File: src/core/owc_pkg.sv
package owc_pkg;

  // ----------------------------------------------------------------
  // Register byte addresses
  // ----------------------------------------------------------------
  localparam logic [7:0] OWC_ADDR_SYSTEM_CONTROL_TWO = 8'h00;
  localparam logic [7:0] OWC_ADDR_LOWER_TIMER_CONTROL = 8'h04;
  localparam logic [7:0] OWC_ADDR_UPPER_TIMER_CONTROL = 8'h08;
  localparam logic [7:0] OWC_ADDR_COMPARE_LOW_BYTE = 8'h0C;
  localparam logic [7:0] OWC_ADDR_COMPARE_HIGH_BYTE = 8'h10;
  localparam logic [7:0] OWC_ADDR_IRQ_STATUS = 8'h14;
  localparam logic [7:0] OWC_ADDR_IRQ_CLEAR = 8'h18;
  localparam logic [7:0] OWC_ADDR_IRQ_ENABLE = 8'h1C;
  localparam logic [7:0] OWC_ADDR_COUNT = 8'h20;

  // ----------------------------------------------------------------
  // Field positions
  // ----------------------------------------------------------------
  localparam int OWC_SYSCLK_SEL_BIT = 5;
  localparam int OWC_LOW_OSC_EN_BIT = 6;
  localparam int OWC_HIGH_OSC_EN_BIT = 7;
  localparam int OWC_RUN_BIT = 3;
  localparam int OWC_OUT_FLOP_BIT = 7;
  localparam int OWC_SRC_LSB = 4;
  localparam int OWC_IRQ_MATCH_BIT = 0;

  // ----------------------------------------------------------------
  // Field codes and reset values
  // ----------------------------------------------------------------
  localparam logic [2:0] OWC_UPPER_MODE_WARMUP = 3'h5;
  localparam logic [2:0] OWC_LOWER_MODE_CASCADE = 3'h3;
  localparam logic [2:0] OWC_SRC_LOW_FREQ = 3'h4;
  localparam logic [2:0] OWC_SRC_HIGH_FREQ = 3'h6;
  localparam logic [7:0] OWC_SYSTEM_CONTROL_TWO_RESET = 8'h80;
  localparam logic [7:0] OWC_TIMER_CONTROL_RESET = 8'h00;
  localparam logic [7:0] OWC_COMPARE_RESET = 8'h00;

  // ----------------------------------------------------------------
  // Warm-up span, counted in ticks of the selected source clock
  // ----------------------------------------------------------------
  localparam logic [15:0] OWC_COMPARE_MIN = 16'h0100;
  localparam logic [15:0] OWC_COMPARE_MAX = 16'hFF00;
  localparam int OWC_LOW_FREQ_HZ = 32768;
  localparam int OWC_LOW_MIN_TIME_US = 7810;
  localparam int OWC_LOW_MAX_TIME_MS = 1990;
  localparam int OWC_HIGH_MIN_TIME_NS = 16000;
  localparam int OWC_HIGH_MAX_TIME_US = 4080;
  localparam logic [16:0] OWC_FULL_WRAP_TICKS = 17'h1_0000;

  typedef enum logic {
    OWC_CNT_STOP,
    OWC_CNT_RUN
  } owc_cnt_state_e;

  typedef struct packed {
    logic run;
    logic warmup;
    logic src_low;
    logic src_high;
    logic [7:0] cmp_hi;
  } owc_cnt_cfg_s;

  typedef struct packed {
    logic high_osc_en;
    logic low_osc_en;
    logic sys_clk_sel;
  } owc_sysctl_s;

endpackage : owc_pkg

File: src/core/owc_tick_sync.sv
`timescale 1ns/1ns
module owc_tick_sync (
  input wire logic clk_i,
  input wire logic rst_i,
  input wire logic ce_i,
  input wire logic [1:0] pin_i,
  output logic [1:0] tick_o
);
  import owc_pkg::*;

  logic [1:0] meta_q;
  logic [1:0] meta_d;
  logic [1:0] sync_q;
  logic [1:0] sync_d;
  logic [1:0] prev_q;
  logic [1:0] prev_d;

  // ----------------------------------------------------------------
  // Two-flop synchroniser and rising-edge detector per source
  // ----------------------------------------------------------------
  genvar g;
  generate
    for (g = 0; g < 2; g++) begin : g_src
      always_comb begin
        meta_d[g] = pin_i[g];
        sync_d[g] = meta_q[g];
        prev_d[g] = sync_q[g];
      end
      // Edge detection looks only at the second stage and its delayed copy
      assign tick_o[g] = ce_i & sync_q[g] & ~prev_q[g];
    end
  endgenerate

  always_ff @(posedge clk_i) begin
    if (rst_i) begin
      meta_q <= 2'h0;
      sync_q <= 2'h0;
      prev_q <= 2'h0;
    end else if (ce_i) begin
      meta_q <= meta_d;
      sync_q <= sync_d;
      prev_q <= prev_d;
    end
  end

endmodule : owc_tick_sync

File: src/core/owc_top.sv
`timescale 1ns/1ns
// Summary of operation
// - Running counter clears and raises the match interrupt on compare match.
// - Low source span runs 256 to 65280 ticks, 7.81 ms to 1.99 s.
// - High source span runs from minimum to maximum compare, 16 us to 4.08 ms.
// - System control bit 5 selects the system clock: 1 low, 0 high.
// - System control bit 7 enables the high oscillator; clearing stops it.
// - System control bit 6 enables the low oscillator; set starts, clear stops.
// - Upper control bit 3 runs the cascaded counter; clearing it stops counting.
// - Writing 05H to upper control selects warm-up mode, flop zero, stopped.
// - Lower control 43H picks low source, 63H high source, both cascaded.
// - Only the compare upper byte takes part in match detection.
module owc_top (
  input wire logic clk_i,
  input wire logic rst_i,
  input wire logic ce_i,
  input wire logic wb_cyc_i,
  input wire logic wb_stb_i,
  input wire logic wb_we_i,
  input wire logic [7:0] wb_adr_i,
  input wire logic [3:0] wb_sel_i,
  input wire logic [31:0] wb_dat_i,
  output logic [31:0] wb_dat_o,
  output logic wb_ack_o,
  input wire logic low_freq_clock_i,
  input wire logic high_freq_clock_i,
  output logic high_osc_en_o,
  output logic low_osc_en_o,
  output logic sys_clk_sel_o,
  output logic warmup_match_irq_o
);
  import owc_pkg::*;

  // ----------------------------------------------------------------
  // Register state
  // ----------------------------------------------------------------
  owc_sysctl_s sysctl_q;
  owc_sysctl_s sysctl_d;
  logic [7:0] lower_ctl_q;
  logic [7:0] lower_ctl_d;
  logic [7:0] upper_ctl_q;
  logic [7:0] upper_ctl_d;
  logic [7:0] cmp_lo_q;
  logic [7:0] cmp_lo_d;
  logic [7:0] cmp_hi_q;
  logic [7:0] cmp_hi_d;
  logic irq_status_q;
  logic irq_status_d;
  logic irq_enable_q;
  logic irq_enable_d;
  logic irq_q;
  logic irq_d;
  logic ack_q;
  logic ack_d;
  logic [31:0] rdata_q;
  logic [31:0] rdata_d;

  logic req;
  logic wr_take;
  logic lane0;
  logic [1:0] tick;
  logic src_tick;
  logic [15:0] count;
  logic match;
  logic running;
  owc_cnt_cfg_s cfg;

  // ----------------------------------------------------------------
  // Source clock edges
  // ----------------------------------------------------------------
  owc_tick_sync u_sync (
    .clk_i(clk_i),
    .rst_i(rst_i),
    .ce_i(ce_i),
    .pin_i({high_freq_clock_i, low_freq_clock_i}),
    .tick_o(tick)
  );

  // Source field decode; any other code leaves the counter without ticks
  always_comb begin
    cfg.run = upper_ctl_q[OWC_RUN_BIT];
    cfg.warmup = (upper_ctl_q[2:0] == OWC_UPPER_MODE_WARMUP)
               && (lower_ctl_q[2:0] == OWC_LOWER_MODE_CASCADE);
    cfg.src_low = (lower_ctl_q[OWC_SRC_LSB+:3] == OWC_SRC_LOW_FREQ);
    cfg.src_high = (lower_ctl_q[OWC_SRC_LSB+:3] == OWC_SRC_HIGH_FREQ);
    cfg.cmp_hi = cmp_hi_q;
    src_tick = (cfg.src_low & tick[0]) | (cfg.src_high & tick[1]);
  end

  owc_warmup_cnt u_cnt (
    .clk_i(clk_i),
    .rst_i(rst_i),
    .ce_i(ce_i),
    .cfg_i(cfg),
    .tick_i(src_tick),
    .count_o(count),
    .match_o(match),
    .running_o(running)
  );

  // ----------------------------------------------------------------
  // Wishbone slave
  // ----------------------------------------------------------------
  // Writes land on the edge where the master sees ack, so a held
  // request never commits twice and the visible timing matches it.
  assign req = wb_cyc_i & wb_stb_i;
  assign wr_take = req & wb_we_i & ack_q;
  assign lane0 = wb_sel_i[0];

  always_comb begin
    ack_d = req & ~ack_q;
    rdata_d = rdata_q;
    if (req && !ack_q) begin
      rdata_d = 32'h0000_0000;
      case (wb_adr_i)
        OWC_ADDR_SYSTEM_CONTROL_TWO: begin
          rdata_d[OWC_HIGH_OSC_EN_BIT] = sysctl_q.high_osc_en;
          rdata_d[OWC_LOW_OSC_EN_BIT] = sysctl_q.low_osc_en;
          rdata_d[OWC_SYSCLK_SEL_BIT] = sysctl_q.sys_clk_sel;
        end
        OWC_ADDR_LOWER_TIMER_CONTROL: begin
          rdata_d[7:0] = lower_ctl_q;
        end
        OWC_ADDR_UPPER_TIMER_CONTROL: begin
          rdata_d[7:0] = upper_ctl_q;
        end
        OWC_ADDR_COMPARE_LOW_BYTE: begin
          rdata_d[7:0] = cmp_lo_q;
        end
        OWC_ADDR_COMPARE_HIGH_BYTE: begin
          rdata_d[7:0] = cmp_hi_q;
        end
        OWC_ADDR_IRQ_STATUS: begin
          rdata_d[OWC_IRQ_MATCH_BIT] = irq_status_q;
        end
        OWC_ADDR_IRQ_ENABLE: begin
          rdata_d[OWC_IRQ_MATCH_BIT] = irq_enable_q;
        end
        OWC_ADDR_COUNT: begin
          rdata_d[15:0] = count;
        end
        default: begin
          rdata_d = 32'h0000_0000;
        end
      endcase
    end
  end

  // ----------------------------------------------------------------
  // Register writes and interrupt
  // ----------------------------------------------------------------
  always_comb begin
    sysctl_d = sysctl_q;
    lower_ctl_d = lower_ctl_q;
    upper_ctl_d = upper_ctl_q;
    cmp_lo_d = cmp_lo_q;
    cmp_hi_d = cmp_hi_q;
    irq_enable_d = irq_enable_q;
    irq_status_d = irq_status_q;
    if (wr_take && lane0) begin
      case (wb_adr_i)
        OWC_ADDR_SYSTEM_CONTROL_TWO: begin
          sysctl_d.high_osc_en = wb_dat_i[OWC_HIGH_OSC_EN_BIT];
          sysctl_d.low_osc_en = wb_dat_i[OWC_LOW_OSC_EN_BIT];
          sysctl_d.sys_clk_sel = wb_dat_i[OWC_SYSCLK_SEL_BIT];
        end
        OWC_ADDR_LOWER_TIMER_CONTROL: begin
          lower_ctl_d = wb_dat_i[7:0];
        end
        OWC_ADDR_UPPER_TIMER_CONTROL: begin
          upper_ctl_d = wb_dat_i[7:0];
        end
        OWC_ADDR_COMPARE_LOW_BYTE: begin
          cmp_lo_d = wb_dat_i[7:0];
        end
        OWC_ADDR_COMPARE_HIGH_BYTE: begin
          cmp_hi_d = wb_dat_i[7:0];
        end
        OWC_ADDR_IRQ_CLEAR: begin
          if (wb_dat_i[OWC_IRQ_MATCH_BIT]) begin
            irq_status_d = 1'b0;
          end
        end
        OWC_ADDR_IRQ_ENABLE: begin
          irq_enable_d = wb_dat_i[OWC_IRQ_MATCH_BIT];
        end
        default: begin
          irq_enable_d = irq_enable_q;
        end
      endcase
    end
    // A match in the clearing cycle must survive the clear
    if (match) begin
      irq_status_d = 1'b1;
    end
    irq_d = irq_status_d & irq_enable_d;
  end

  always_ff @(posedge clk_i) begin
    if (rst_i) begin
      sysctl_q <= '{high_osc_en: OWC_SYSTEM_CONTROL_TWO_RESET[OWC_HIGH_OSC_EN_BIT],
                    low_osc_en: OWC_SYSTEM_CONTROL_TWO_RESET[OWC_LOW_OSC_EN_BIT],
                    sys_clk_sel: OWC_SYSTEM_CONTROL_TWO_RESET[OWC_SYSCLK_SEL_BIT]};
      lower_ctl_q <= OWC_TIMER_CONTROL_RESET;
      upper_ctl_q <= OWC_TIMER_CONTROL_RESET;
      cmp_lo_q <= OWC_COMPARE_RESET;
      cmp_hi_q <= OWC_COMPARE_RESET;
      irq_status_q <= 1'b0;
      irq_enable_q <= 1'b0;
      irq_q <= 1'b0;
      ack_q <= 1'b0;
      rdata_q <= 32'h0000_0000;
    end else if (ce_i) begin
      sysctl_q <= sysctl_d;
      lower_ctl_q <= lower_ctl_d;
      upper_ctl_q <= upper_ctl_d;
      cmp_lo_q <= cmp_lo_d;
      cmp_hi_q <= cmp_hi_d;
      irq_status_q <= irq_status_d;
      irq_enable_q <= irq_enable_d;
      irq_q <= irq_d;
      ack_q <= ack_d;
      rdata_q <= rdata_d;
    end
  end

  assign wb_ack_o = ack_q;
  assign wb_dat_o = rdata_q;
  assign high_osc_en_o = sysctl_q.high_osc_en;
  assign low_osc_en_o = sysctl_q.low_osc_en;
  assign sys_clk_sel_o = sysctl_q.sys_clk_sel;
  assign warmup_match_irq_o = irq_q;

  // ----------------------------------------------------------------
  // Checks
  // ----------------------------------------------------------------
  a_sysclk_select: assert property (@(posedge clk_i) disable iff (rst_i || !ce_i)
    (wr_take && lane0 && wb_adr_i == OWC_ADDR_SYSTEM_CONTROL_TWO)
    |=> (sys_clk_sel_o == $past(wb_dat_i[OWC_SYSCLK_SEL_BIT])))
    else $error("clock select bit not taken from bit 5");

  a_high_osc_bit: assert property (@(posedge clk_i) disable iff (rst_i || !ce_i)
    (wr_take && lane0 && wb_adr_i == OWC_ADDR_SYSTEM_CONTROL_TWO)
    |=> (high_osc_en_o == $past(wb_dat_i[OWC_HIGH_OSC_EN_BIT])))
    else $error("high oscillator enable not taken from bit 7");

  a_low_osc_bit: assert property (@(posedge clk_i) disable iff (rst_i || !ce_i)
    (wr_take && lane0 && wb_adr_i == OWC_ADDR_SYSTEM_CONTROL_TWO)
    |=> (low_osc_en_o == $past(wb_dat_i[OWC_LOW_OSC_EN_BIT])))
    else $error("low oscillator enable not taken from bit 6");

  a_run_stop: assert property (@(posedge clk_i) disable iff (rst_i || !ce_i)
    (running && !upper_ctl_q[OWC_RUN_BIT]) |=> !running)
    else $error("counter kept running after run bit cleared");

  a_mode_write: assert property (@(posedge clk_i) disable iff (rst_i || !ce_i)
    (wr_take && lane0 && wb_adr_i == OWC_ADDR_UPPER_TIMER_CONTROL && wb_dat_i[7:0] == 8'h05)
    |=> (upper_ctl_q[2:0] == OWC_UPPER_MODE_WARMUP && !upper_ctl_q[OWC_OUT_FLOP_BIT]) ##1 !running)
    else $error("05H did not select stopped warm-up mode");

  a_source_pick: assert property (@(posedge clk_i) disable iff (rst_i || !ce_i)
    (wr_take && lane0 && wb_adr_i == OWC_ADDR_LOWER_TIMER_CONTROL && wb_dat_i[7:0] == 8'h43)
    |=> (cfg.src_low && !cfg.src_high && !lower_ctl_q[OWC_OUT_FLOP_BIT]))
    else $error("43H did not select the low source");

  a_irq_follows: assert property (@(posedge clk_i) disable iff (rst_i || !ce_i)
    (match && irq_enable_q) |=> ##1 warmup_match_irq_o)
    else $error("enabled match did not raise the interrupt");

  a_ack_single: assert property (@(posedge clk_i) disable iff (rst_i || !ce_i)
    wb_ack_o |=> !wb_ack_o)
    else $error("ack held longer than one cycle");

  // A taken request is answered in the very next cycle, with no wait states
  a_ack_answer: assert property (@(posedge clk_i) disable iff (rst_i || !ce_i)
    (req && !ack_q) |=> wb_ack_o)
    else $error("request not answered in the next cycle");

  a_count_read: assert property (@(posedge clk_i) disable iff (rst_i || !ce_i)
    (req && !ack_q && !wb_we_i && wb_adr_i == OWC_ADDR_COUNT)
    |=> (wb_dat_o[15:0] == $past(count)))
    else $error("count read does not show the counter");

  a_high_source: assert property (@(posedge clk_i) disable iff (rst_i || !ce_i)
    (wr_take && lane0 && wb_adr_i == OWC_ADDR_LOWER_TIMER_CONTROL && wb_dat_i[7:0] == 8'h63)
    |=> (cfg.src_high && !cfg.src_low && !lower_ctl_q[OWC_OUT_FLOP_BIT]))
    else $error("63H did not select the high source");

  // Status must not be lost to a clear that lands with the match
  a_match_sets: assert property (@(posedge clk_i) disable iff (rst_i || !ce_i)
    match |=> irq_status_q)
    else $error("match did not set the status bit");

  a_status_sticky: assert property (@(posedge clk_i) disable iff (rst_i || !ce_i)
    (irq_status_q && !(wr_take && lane0 && wb_adr_i == OWC_ADDR_IRQ_CLEAR && wb_dat_i[OWC_IRQ_MATCH_BIT]))
    |=> irq_status_q)
    else $error("status bit dropped without a clear");

  a_status_clear: assert property (@(posedge clk_i) disable iff (rst_i || !ce_i)
    (wr_take && lane0 && wb_adr_i == OWC_ADDR_IRQ_CLEAR && wb_dat_i[OWC_IRQ_MATCH_BIT] && !match)
    |=> !irq_status_q)
    else $error("clear did not drop the status bit");

  a_osc_hold: assert property (@(posedge clk_i) disable iff (rst_i || !ce_i)
    !(wr_take && lane0 && wb_adr_i == OWC_ADDR_SYSTEM_CONTROL_TWO) |=> $stable(sysctl_q))
    else $error("system control changed without a write");

endmodule : owc_top

File: src/core/owc_warmup_cnt.sv
`timescale 1ns/1ns
module owc_warmup_cnt (
  input wire logic clk_i,
  input wire logic rst_i,
  input wire logic ce_i,
  input wire owc_pkg::owc_cnt_cfg_s cfg_i,
  input wire logic tick_i,
  output logic [15:0] count_o,
  output logic match_o,
  output logic running_o
);
  import owc_pkg::*;

  owc_cnt_state_e st_q;
  owc_cnt_state_e st_d;
  logic [15:0] cnt_q;
  logic [15:0] cnt_d;
  logic match_q;
  logic match_d;
  logic [15:0] nxt;
  logic hit;
  logic enabled;

  assign enabled = cfg_i.run & cfg_i.warmup;
  assign nxt = cnt_q + 16'h0001;
  // Low byte of the compare value never takes part
  assign hit = (nxt[15:8] == cfg_i.cmp_hi) && (nxt[7:0] == 8'h00);

  // ----------------------------------------------------------------
  // Count sequencing
  // ----------------------------------------------------------------
  always_comb begin
    st_d = st_q;
    cnt_d = cnt_q;
    match_d = 1'b0;
    case (st_q)
      OWC_CNT_STOP: begin
        if (enabled) begin
          st_d = OWC_CNT_RUN;
          cnt_d = 16'h0000;
        end
      end
      OWC_CNT_RUN: begin
        if (!enabled) begin
          st_d = OWC_CNT_STOP;
        end else if (tick_i) begin
          if (hit) begin
            cnt_d = 16'h0000;
            match_d = 1'b1;
          end else begin
            cnt_d = nxt;
          end
        end
      end
      default: begin
        st_d = OWC_CNT_STOP;
      end
    endcase
  end

  always_ff @(posedge clk_i) begin
    if (rst_i) begin
      st_q <= OWC_CNT_STOP;
      cnt_q <= 16'h0000;
      match_q <= 1'b0;
    end else if (ce_i) begin
      st_q <= st_d;
      cnt_q <= cnt_d;
      match_q <= match_d;
    end
  end

  assign count_o = cnt_q;
  assign match_o = match_q;
  assign running_o = (st_q == OWC_CNT_RUN);

  // ----------------------------------------------------------------
  // Checks
  // ----------------------------------------------------------------
  logic [16:0] span_q;
  always_ff @(posedge clk_i) begin
    if (rst_i || (ce_i && (st_q == OWC_CNT_STOP || match_q))) begin
      span_q <= 17'h0_0000;
    end else if (ce_i && st_q == OWC_CNT_RUN && tick_i) begin
      span_q <= span_q + 17'h0_0001;
    end
  end

  a_match_clears: assert property (@(posedge clk_i) disable iff (rst_i || !ce_i)
    (running_o && enabled && tick_i && hit) |=> (match_o && count_o == 16'h0000))
    else $error("match did not clear the counter");

  a_warmup_span: assert property (@(posedge clk_i) disable iff (rst_i || !ce_i)
    $rose(match_o) |-> (span_q == ((cfg_i.cmp_hi == 8'h00) ? OWC_FULL_WRAP_TICKS : {1'b0, cfg_i.cmp_hi, 8'h00})))
    else $error("warm-up span differs from compare upper byte times 256");

  a_low_byte_ignored: assert property (@(posedge clk_i) disable iff (rst_i || !ce_i)
    match_o |-> ($past(cnt_q) == {cfg_i.cmp_hi, 8'h00} - 16'h0001))
    else $error("match not at upper-byte boundary");

  a_start_zero: assert property (@(posedge clk_i) disable iff (rst_i || !ce_i)
    (!running_o && enabled) |=> (running_o && count_o == 16'h0000))
    else $error("start did not zero the counter");

  a_count_step: assert property (@(posedge clk_i) disable iff (rst_i || !ce_i)
    (running_o && enabled && tick_i && !hit) |=> (count_o == $past(count_o) + 16'h0001))
    else $error("counter did not step by one");

  a_idle_hold: assert property (@(posedge clk_i) disable iff (rst_i || !ce_i)
    (running_o && enabled && !tick_i) |=> $stable(count_o))
    else $error("counter moved without a tick");

endmodule : owc_warmup_cnt

File: config.mk
export PLATFORM = sky130hd
export DESIGN_NAME = owc_top
export DESIGN_NICKNAME = d
export VERILOG_FILES = /design/src/core/owc_pkg.sv /design/src/core/owc_tick_sync.sv /design/src/core/owc_top.sv /design/src/core/owc_warmup_cnt.sv
export SDC_FILE = /design/constraint.sdc
export NUM_CORES = 1
export LEC_CHECK = 0
export ABC_AREA = 1
export BUFFER_PORTS_ARGS = -buffer_cell sky130_fd_sc_hd__buf_2
export CAP_MARGIN = 25
export CORE_ASPECT_RATIO = 1.75
export CORE_MARGIN = 2
export CORE_UTILIZATION = 50
export CTS_CLUSTER_SIZE = 8
export DETAILED_ROUTE_END_ITERATION = 12
export PLACE_DENSITY_LB_ADDON = 0.12
export SYNTH_ARGS = -nofsm -noshare
export SYNTH_HDL_FRONTEND = slang
export SYNTH_SLANG_ARGS = --single-unit
File: constraint.sdc
create_clock -name clk_i -period 2.4 [get_ports clk_i]
set_input_delay 0.12 -clock clk_i [delete_from_list [all_inputs] [get_ports clk_i]]
set_output_delay 0.12 -clock clk_i [all_outputs]
set_load 0.02 [all_outputs]
Yosys cells after proc, flatten, opt, wreduce, memory -nomap -nowiden
Cells that the tools add are included.
{"block": "word_totals", "ff_bits": 79, "inputBits": 52, "out_inout_bits": 37, "wordCells": 86}
{"block": "classes", "n_addsub": 1, "eq_ne": 16, "mux": 20, "bitwise": 17, "reduce_logical": 14}
{"op": "$mux 16", "count": 4}
{"op": "$eq 8x5->1 const B", "count": 4}
{"op": "$pmux 16 s2", "count": 1}
{"op": "$pmux 4 s5", "count": 1}
{"op": "$pmux 3 s6", "count": 1}
{"op": "$add 16x1->16 const B", "count": 1}
{"op": "$eq 8x4->1 const B", "count": 2}
{"op": "$logic_not 8->1", "count": 2}
{"op": "$reduce_and 3->1", "count": 5}
{"op": "$and 1x1->1", "count": 12}
{"op": "$mux 1", "count": 11}
{"op": "$eq 3x3->1 const B", "count": 3}
{"op": "$eq 8x3->1 const B", "count": 1}
{"op": "$eq 8x6->1 const B", "count": 1}
{"op": "$eq 8x8->1", "count": 1}
{"op": "$mux 8", "count": 1}
{"op": "$pmux 1 s7", "count": 1}
{"op": "$logic_and 1x1->1", "count": 4}
{"op": "$ne 2x2->1 const B", "count": 2}
{"op": "$not 1->1", "count": 4}
{"op": "$reduce_and 4->1", "count": 1}
{"op": "$eq 3x2->1 const B", "count": 1}
{"op": "$ne 2x1->1 const B", "count": 1}
{"op": "$reduce_and 2->1", "count": 1}
{"op": "other kinds (2)", "count": 2}

Longest topological paths before layout
{"block": "logic_depth", "ltp_word": 7, "depth_mapped": 14, "ltp_nobuf": 14}

Hierarchy
Synthesis repeated with hierarchy kept, for this count alone.
{"block": "hier_totals", "hier_cells": 627, "area_unflattened_um2": 4214.0}
{"mod": "owc_top", "n_inst": 1, "cells_per_inst": 374, "area_per_inst_um2": 2712.6, "seq_area_each_um2": 1101.1}
{"mod": "owc_warmup_cnt", "n_inst": 1, "cells_per_inst": 225, "area_per_inst_um2": 1291.2, "seq_area_each_um2": 360.3}
{"mod": "owc_tick_sync", "n_inst": 1, "cells_per_inst": 28, "area_per_inst_um2": 210.2, "seq_area_each_um2": 120.1}

Least setup slack after synthesis
No wires, ideal clock.
{"block": "synth_timing", "kind": "reg-to-reg", "from": "register u_cnt.cnt_q[1], in the netlist u_cnt.count_o[1]", "to": "register u_cnt.cnt_q[12], in the netlist u_cnt.count_o[12]", "setup_time_ns": 0.132, "arrival_time_ns": 1.620, "t_required_ns": 2.268, "setup_slack_ns": 0.647, "path_stages_with_launch": 15, "n_path_buf": 0, "synth_period_minus_slack_ns": 1.753, "path_cell_list": "dfxtp_1 > ha_1 > nand3_2 > nor2_4 > nand2_1 > inv_1 > nand2_1 > nand2_1 > nand3_1 > nand2_1 > nand2_2 > nor2_4 > nand2_4 > nand2_1 > a21oi_1"}
{"block": "synth_via", "elab_chain_cells": 7, "word_cells_on_any_way": 8, "cone_classes": "add/sub (1); eq/ne (1); mux (4); reduce/logical (2)"}
{"item": "start: declaration", "line_no": "owc_warmup_cnt.sv:16", "text": "logic [15:0] cnt_q;"}
{"item": "start signal: assignment", "line_no": "owc_warmup_cnt.sv:68", "text": "cnt_q <= cnt_d;"}
{"item": "$add 16x1->16 (*)", "line_no": "owc_warmup_cnt.sv:25", "text": "assign nxt = cnt_q + 16'h0001;"}
{"item": "$eq 8x8->1 or $logic_not 8->1 (tied branches)", "line_no": "owc_warmup_cnt.sv:27", "text": "assign hit = (nxt[15:8] == cfg_i.cmp_hi) && (nxt[7:0] == 8'h00);"}
{"item": "$logic_and 1x1->1", "line_no": "owc_warmup_cnt.sv:27"}
{"item": "$mux 16 (*)", "line_no": "owc_warmup_cnt.sv:47", "text": "if (hit) begin"}
{"item": "$mux 16 (*)", "line_no": "owc_warmup_cnt.sv:46", "text": "end else if (tick_i) begin"}
{"item": "$mux 16 (*)", "line_no": "owc_warmup_cnt.sv:44", "text": "if (!enabled) begin"}
{"item": "$pmux 16 s2 (*)", "line_no": "owc_warmup_cnt.sv:36", "text": "case (st_q)"}
Every way passes the cells marked *; elsewhere a longest branch is shown, timed or not. The select of a mux whose other input is x is not followed.
A chain may end at the register's enable or synchronous reset.

Worst setup path in the final report
{"block": "layout_timing", "from": "register u_cnt.cnt_q[1], in the netlist u_cnt.count_o[1]", "to": "register u_cnt.cnt_q[14], in the netlist u_cnt.count_o[14]"}
Same word-level chain as after synthesis.

==> impl_metrics.toml <==
[status]
status = "finished, final reports clean"

[clock_tree]
insertion_delay_ns = 0.34
holdBufCountCts = 0
post_cts_buffers = 0
cts_tree = "done"
h-tree-depth = 3
clk_pin_slew_ns = 0.06
clkSinkCount = 79
cts.repair.resized = 0
clock_path_buffers = 2
root_buffer = "clkbuf_16"
numCtsBuffers = 9

[placed_design]
routabilityCongestion = 0.910
dp_hpwl_um = 7950
place_area_um2 = 4260
io_buffers = 45

[global_routing]
antenna_found_initial = 0
grt_usage = 0.258
grt_pass1_vias = 3708
grt_max_degree = 49
grt_pass1_wl_um = 17300
grt-ovfl-total = 0

[timing]
slew_viol_final = 0
slew_headroom = 0.601
fmax_ghz = 0.466
whs_ns = 0.00628
setup_viol = 0
tns_ns = 0
hold_viol = 0
rsz0062_at_grt = "false"
finClkSkew_ns = 0.00611
tightest_slew_ns = 0.598
min_period_ns = 2.15
post-route-period-util = 0.895

[worst_hold_path]
hold_path_startpoint = "low_freq_clock_i"
holdPathStages = 3
hp-class = "in2reg"
hold_end = "u_sync.meta_q[0]$_SDFFE_PP0P_"

[floorplan]
pin_count = 89
rows = 43
die_h_um = 122
initial_utilization = 0.510
floorplan.die.width_um = 71.4
dieArea_um2 = 8720
core_area_um2 = 7800

[finish]
finalInstanceArea_um2 = 4560
syn_to_final_growth_pct = 14.5
layout.nets = 686
drive_gt1_frac = 0.144
diodes = 0

[logic_synthesis]
synth_top_area_cell = "dfxtp_1"
ys_types = 34
synth_edf_count = 0
ys_seq_elements = 79
postSynth.asyncResetShare = 0
syn_avg_cell_area_um2 = 6.78
yosysWarnings = 0
synth_cells = 587
ys.flop_type = "dfxtp_1"
synth.top_cell.area_share = 0.397
syn_area_um2 = 3980
synth_area_leaders = "dfxtp_1, nand2_1, a21oi_1"
ys_seq_area_frac = 0.397

[detailed_routing]
route.detailed.drc = 0
via_count = 3874
antenna_left = 0
wl_um = 10700
drt_iter0_markers = 218
via_per_inst = 5.33
avgRoutedWirePerCell_um = 14.7
drt-pass1-iter-count = 5

[worst_setup_path]
r2r_end = "u_cnt.count_o[14]$_SDFFE_PP0P_"
critPathKind = "reg2reg"
critPathMaxStageDelay_ns = 0.45
r2r_cells = 14
critical_path.cell_chain = "ha_2 > nand3_2 > nor2_4 > nand2_1 > nand2_1 > nand2_1 > nand2_1 > nand2_1 > nor2_1 > nand2_1 > nor2_4 > nand2_4 > nand2_1 > a21oi_1"
arrival_ns = 2.36
critPathBufInv = 0
timing.rr.start = "u_cnt.count_o[1]$_SDFFE_PP0P_"
path_delay_family = "simple AND/OR/NAND/NOR gates"
critPathSlowestCell = "dfxtp_1"
worstPathMaxFanout = 10
ff2ff_setup_slack_ns = 0.25
endpoint_kind = "flip-flop"
worst_path_most_repeated_cell = "nand2_1"
critPathRequiredTime_ns = 2.61
cp-start-kind = "flip-flop"

[power_and_ir_drop]
power_w = 0.00288
powerDensity_nw_per_um2 = 631
p_leak_nw = 1.90
peakVddDrop_v = 0.000520

[flow_run]
cap_violations = 0
==> cells in the final DEF (no fill, tap or decap), types with 3 or more instances in the layout <==
| master | instances |
|---|---|
| a21oi_1 | 70 |
| o21ai_2 | 3 |
| nor2_2 | 3 |
| a211oi_1 | 9 |
| nor3_1 | 4 |
| nor2_1 | 55 |
| conb_1 | 16 |
| buf_4 | 9 |
| nor2_4 | 5 |
| clkbuf_16 | 9 |
| nand3_1 | 29 |
| a31oi_1 | 4 |
| nand4_1 | 6 |
| nand2_1 | 137 |
| inv_1 | 69 |
| buf_2 | 45 |
| dfxtp_1 | 79 |
| o22ai_1 | 5 |
| o21ai_0 | 53 |
==> worst max path at each step <==
stage / from / end / cells past startpoint
3_3_place_gp: u_cnt.count_o[1]$_SDFFE_PP0P_ / u_cnt.count_o[14]$_SDFFE_PP0P_ / 14
4_1_cts: u_cnt.count_o[1]$_SDFFE_PP0P_ / u_cnt.count_o[14]$_SDFFE_PP0P_ / 14
3_5_place_dp: u_cnt.count_o[1]$_SDFFE_PP0P_ / u_cnt.count_o[14]$_SDFFE_PP0P_ / 14
5_1_grt: u_cnt.count_o[1]$_SDFFE_PP0P_ / u_cnt.count_o[10]$_SDFFE_PP0P_ / 14
6_report: u_cnt.count_o[1]$_SDFFE_PP0P_ / u_cnt.count_o[14]$_SDFFE_PP0P_ / 14
2_1_floorplan: u_cnt.count_o[1]$_SDFFE_PP0P_ / u_cnt.count_o[12]$_SDFFE_PP0P_ / 14
==> cell usage after synthesis (2+ instances only) <==
master    number
nand2_1      137
dfxtp_1       79
a21oi_1       70
inv_1         69
nor2_1        55
o21ai_0       53
nand3_1       29
buf_4         17
clkbuf_1      14
a211oi_1       9
nand4_1        6
nor2_4         5
nor3_1         5
o22ai_1        5
a31oi_1        4
buf_2          4
nor2_2         3
o21ai_2        3
a41oi_1        2
nand2_4        2
nand3_2        2
o211ai_1       2
==> flip-flops by register name, summed over array words and instances, names as in the netlist, 2 cells and up <==
name           cells
u_cnt.count_o     16
wb_dat_o          16
cmp_hi_q           8
cmp_lo_q           8
lower_ctl_q        8
upper_ctl_q        8
u_sync.meta_q      2
u_sync.prev_d      2
u_sync.prev_q      2
==> worst register-to-register path: stages (launching register included) <==
cell and delay (ns):
dfxtp_1 0.45, ha_2 0.27, nand3_2 0.11, nor2_4 0.22
nand2_1 0.11, nand2_1 0.09, nand2_1 0.07, nand2_1 0.06
nand2_1 0.06, nor2_1 0.10, nand2_1 0.09, nor2_4 0.13
nand2_4 0.11, nand2_1 0.08, a21oi_1 0.06
==> where the power goes <==
group	switching, W	internal (W)	leakage (nW)	total (W)
clock	0.000537	0.000827	0.141	0.00136
combinational	0.000122	0.0000492	1.12	0.000171
sequential	0.0000104	0.00133	0.639	0.00134
total	0.000669	0.00221	1.90	0.00288
==> metal layers <==
metal,share of wire,global-route usage,vias to the layer above
li1,-,-,1984
met2,0.53,0.457,91
met5,0,0,-
met1,0.39,0.277,1767
met3,0.038,0.0579,32
met4,0.040,0.140,0
==> final cells by class <==
cell class	instances	area, um^2
Fill cell	783	3240
Sequential cell	79	1580
Clock buffer	10	239
Tap cell	90	113
Inverter	70	263
Multi-Input combinational cell	418	2000
Timing Repair Buffer	55	304
Clock inverter	5	58.8
==> cells by family after synthesis <==
logic type / after synthesis / share of synthesized area
AO/OA/AOI/OAI: 152 / 0.208
XOR/XNOR: 1 / 0.00220
adder cells (fa/ha/maj): 1 / 0.00314
buffers and inverters: 105 / 0.116
flip-flops: 79 / 0.397
other: 1 / 0.000942
AND/OR/NAND/NOR: 248 / 0.272
==> through the flow <==
step / util / std cells / setup slack (ns)
CTS: 0.584 / 727 / 0.223
floorplan: - / 602 / 0.647
global route: 0.584 / 727 / 0.0159
global placement: 0.544 / 711 / 0.291
finish: 0.584 / 727 / 0.252
detailed placement: 0.546 / 712 / 0.231
No activity file was read; power rests on OpenSTA's default activity.
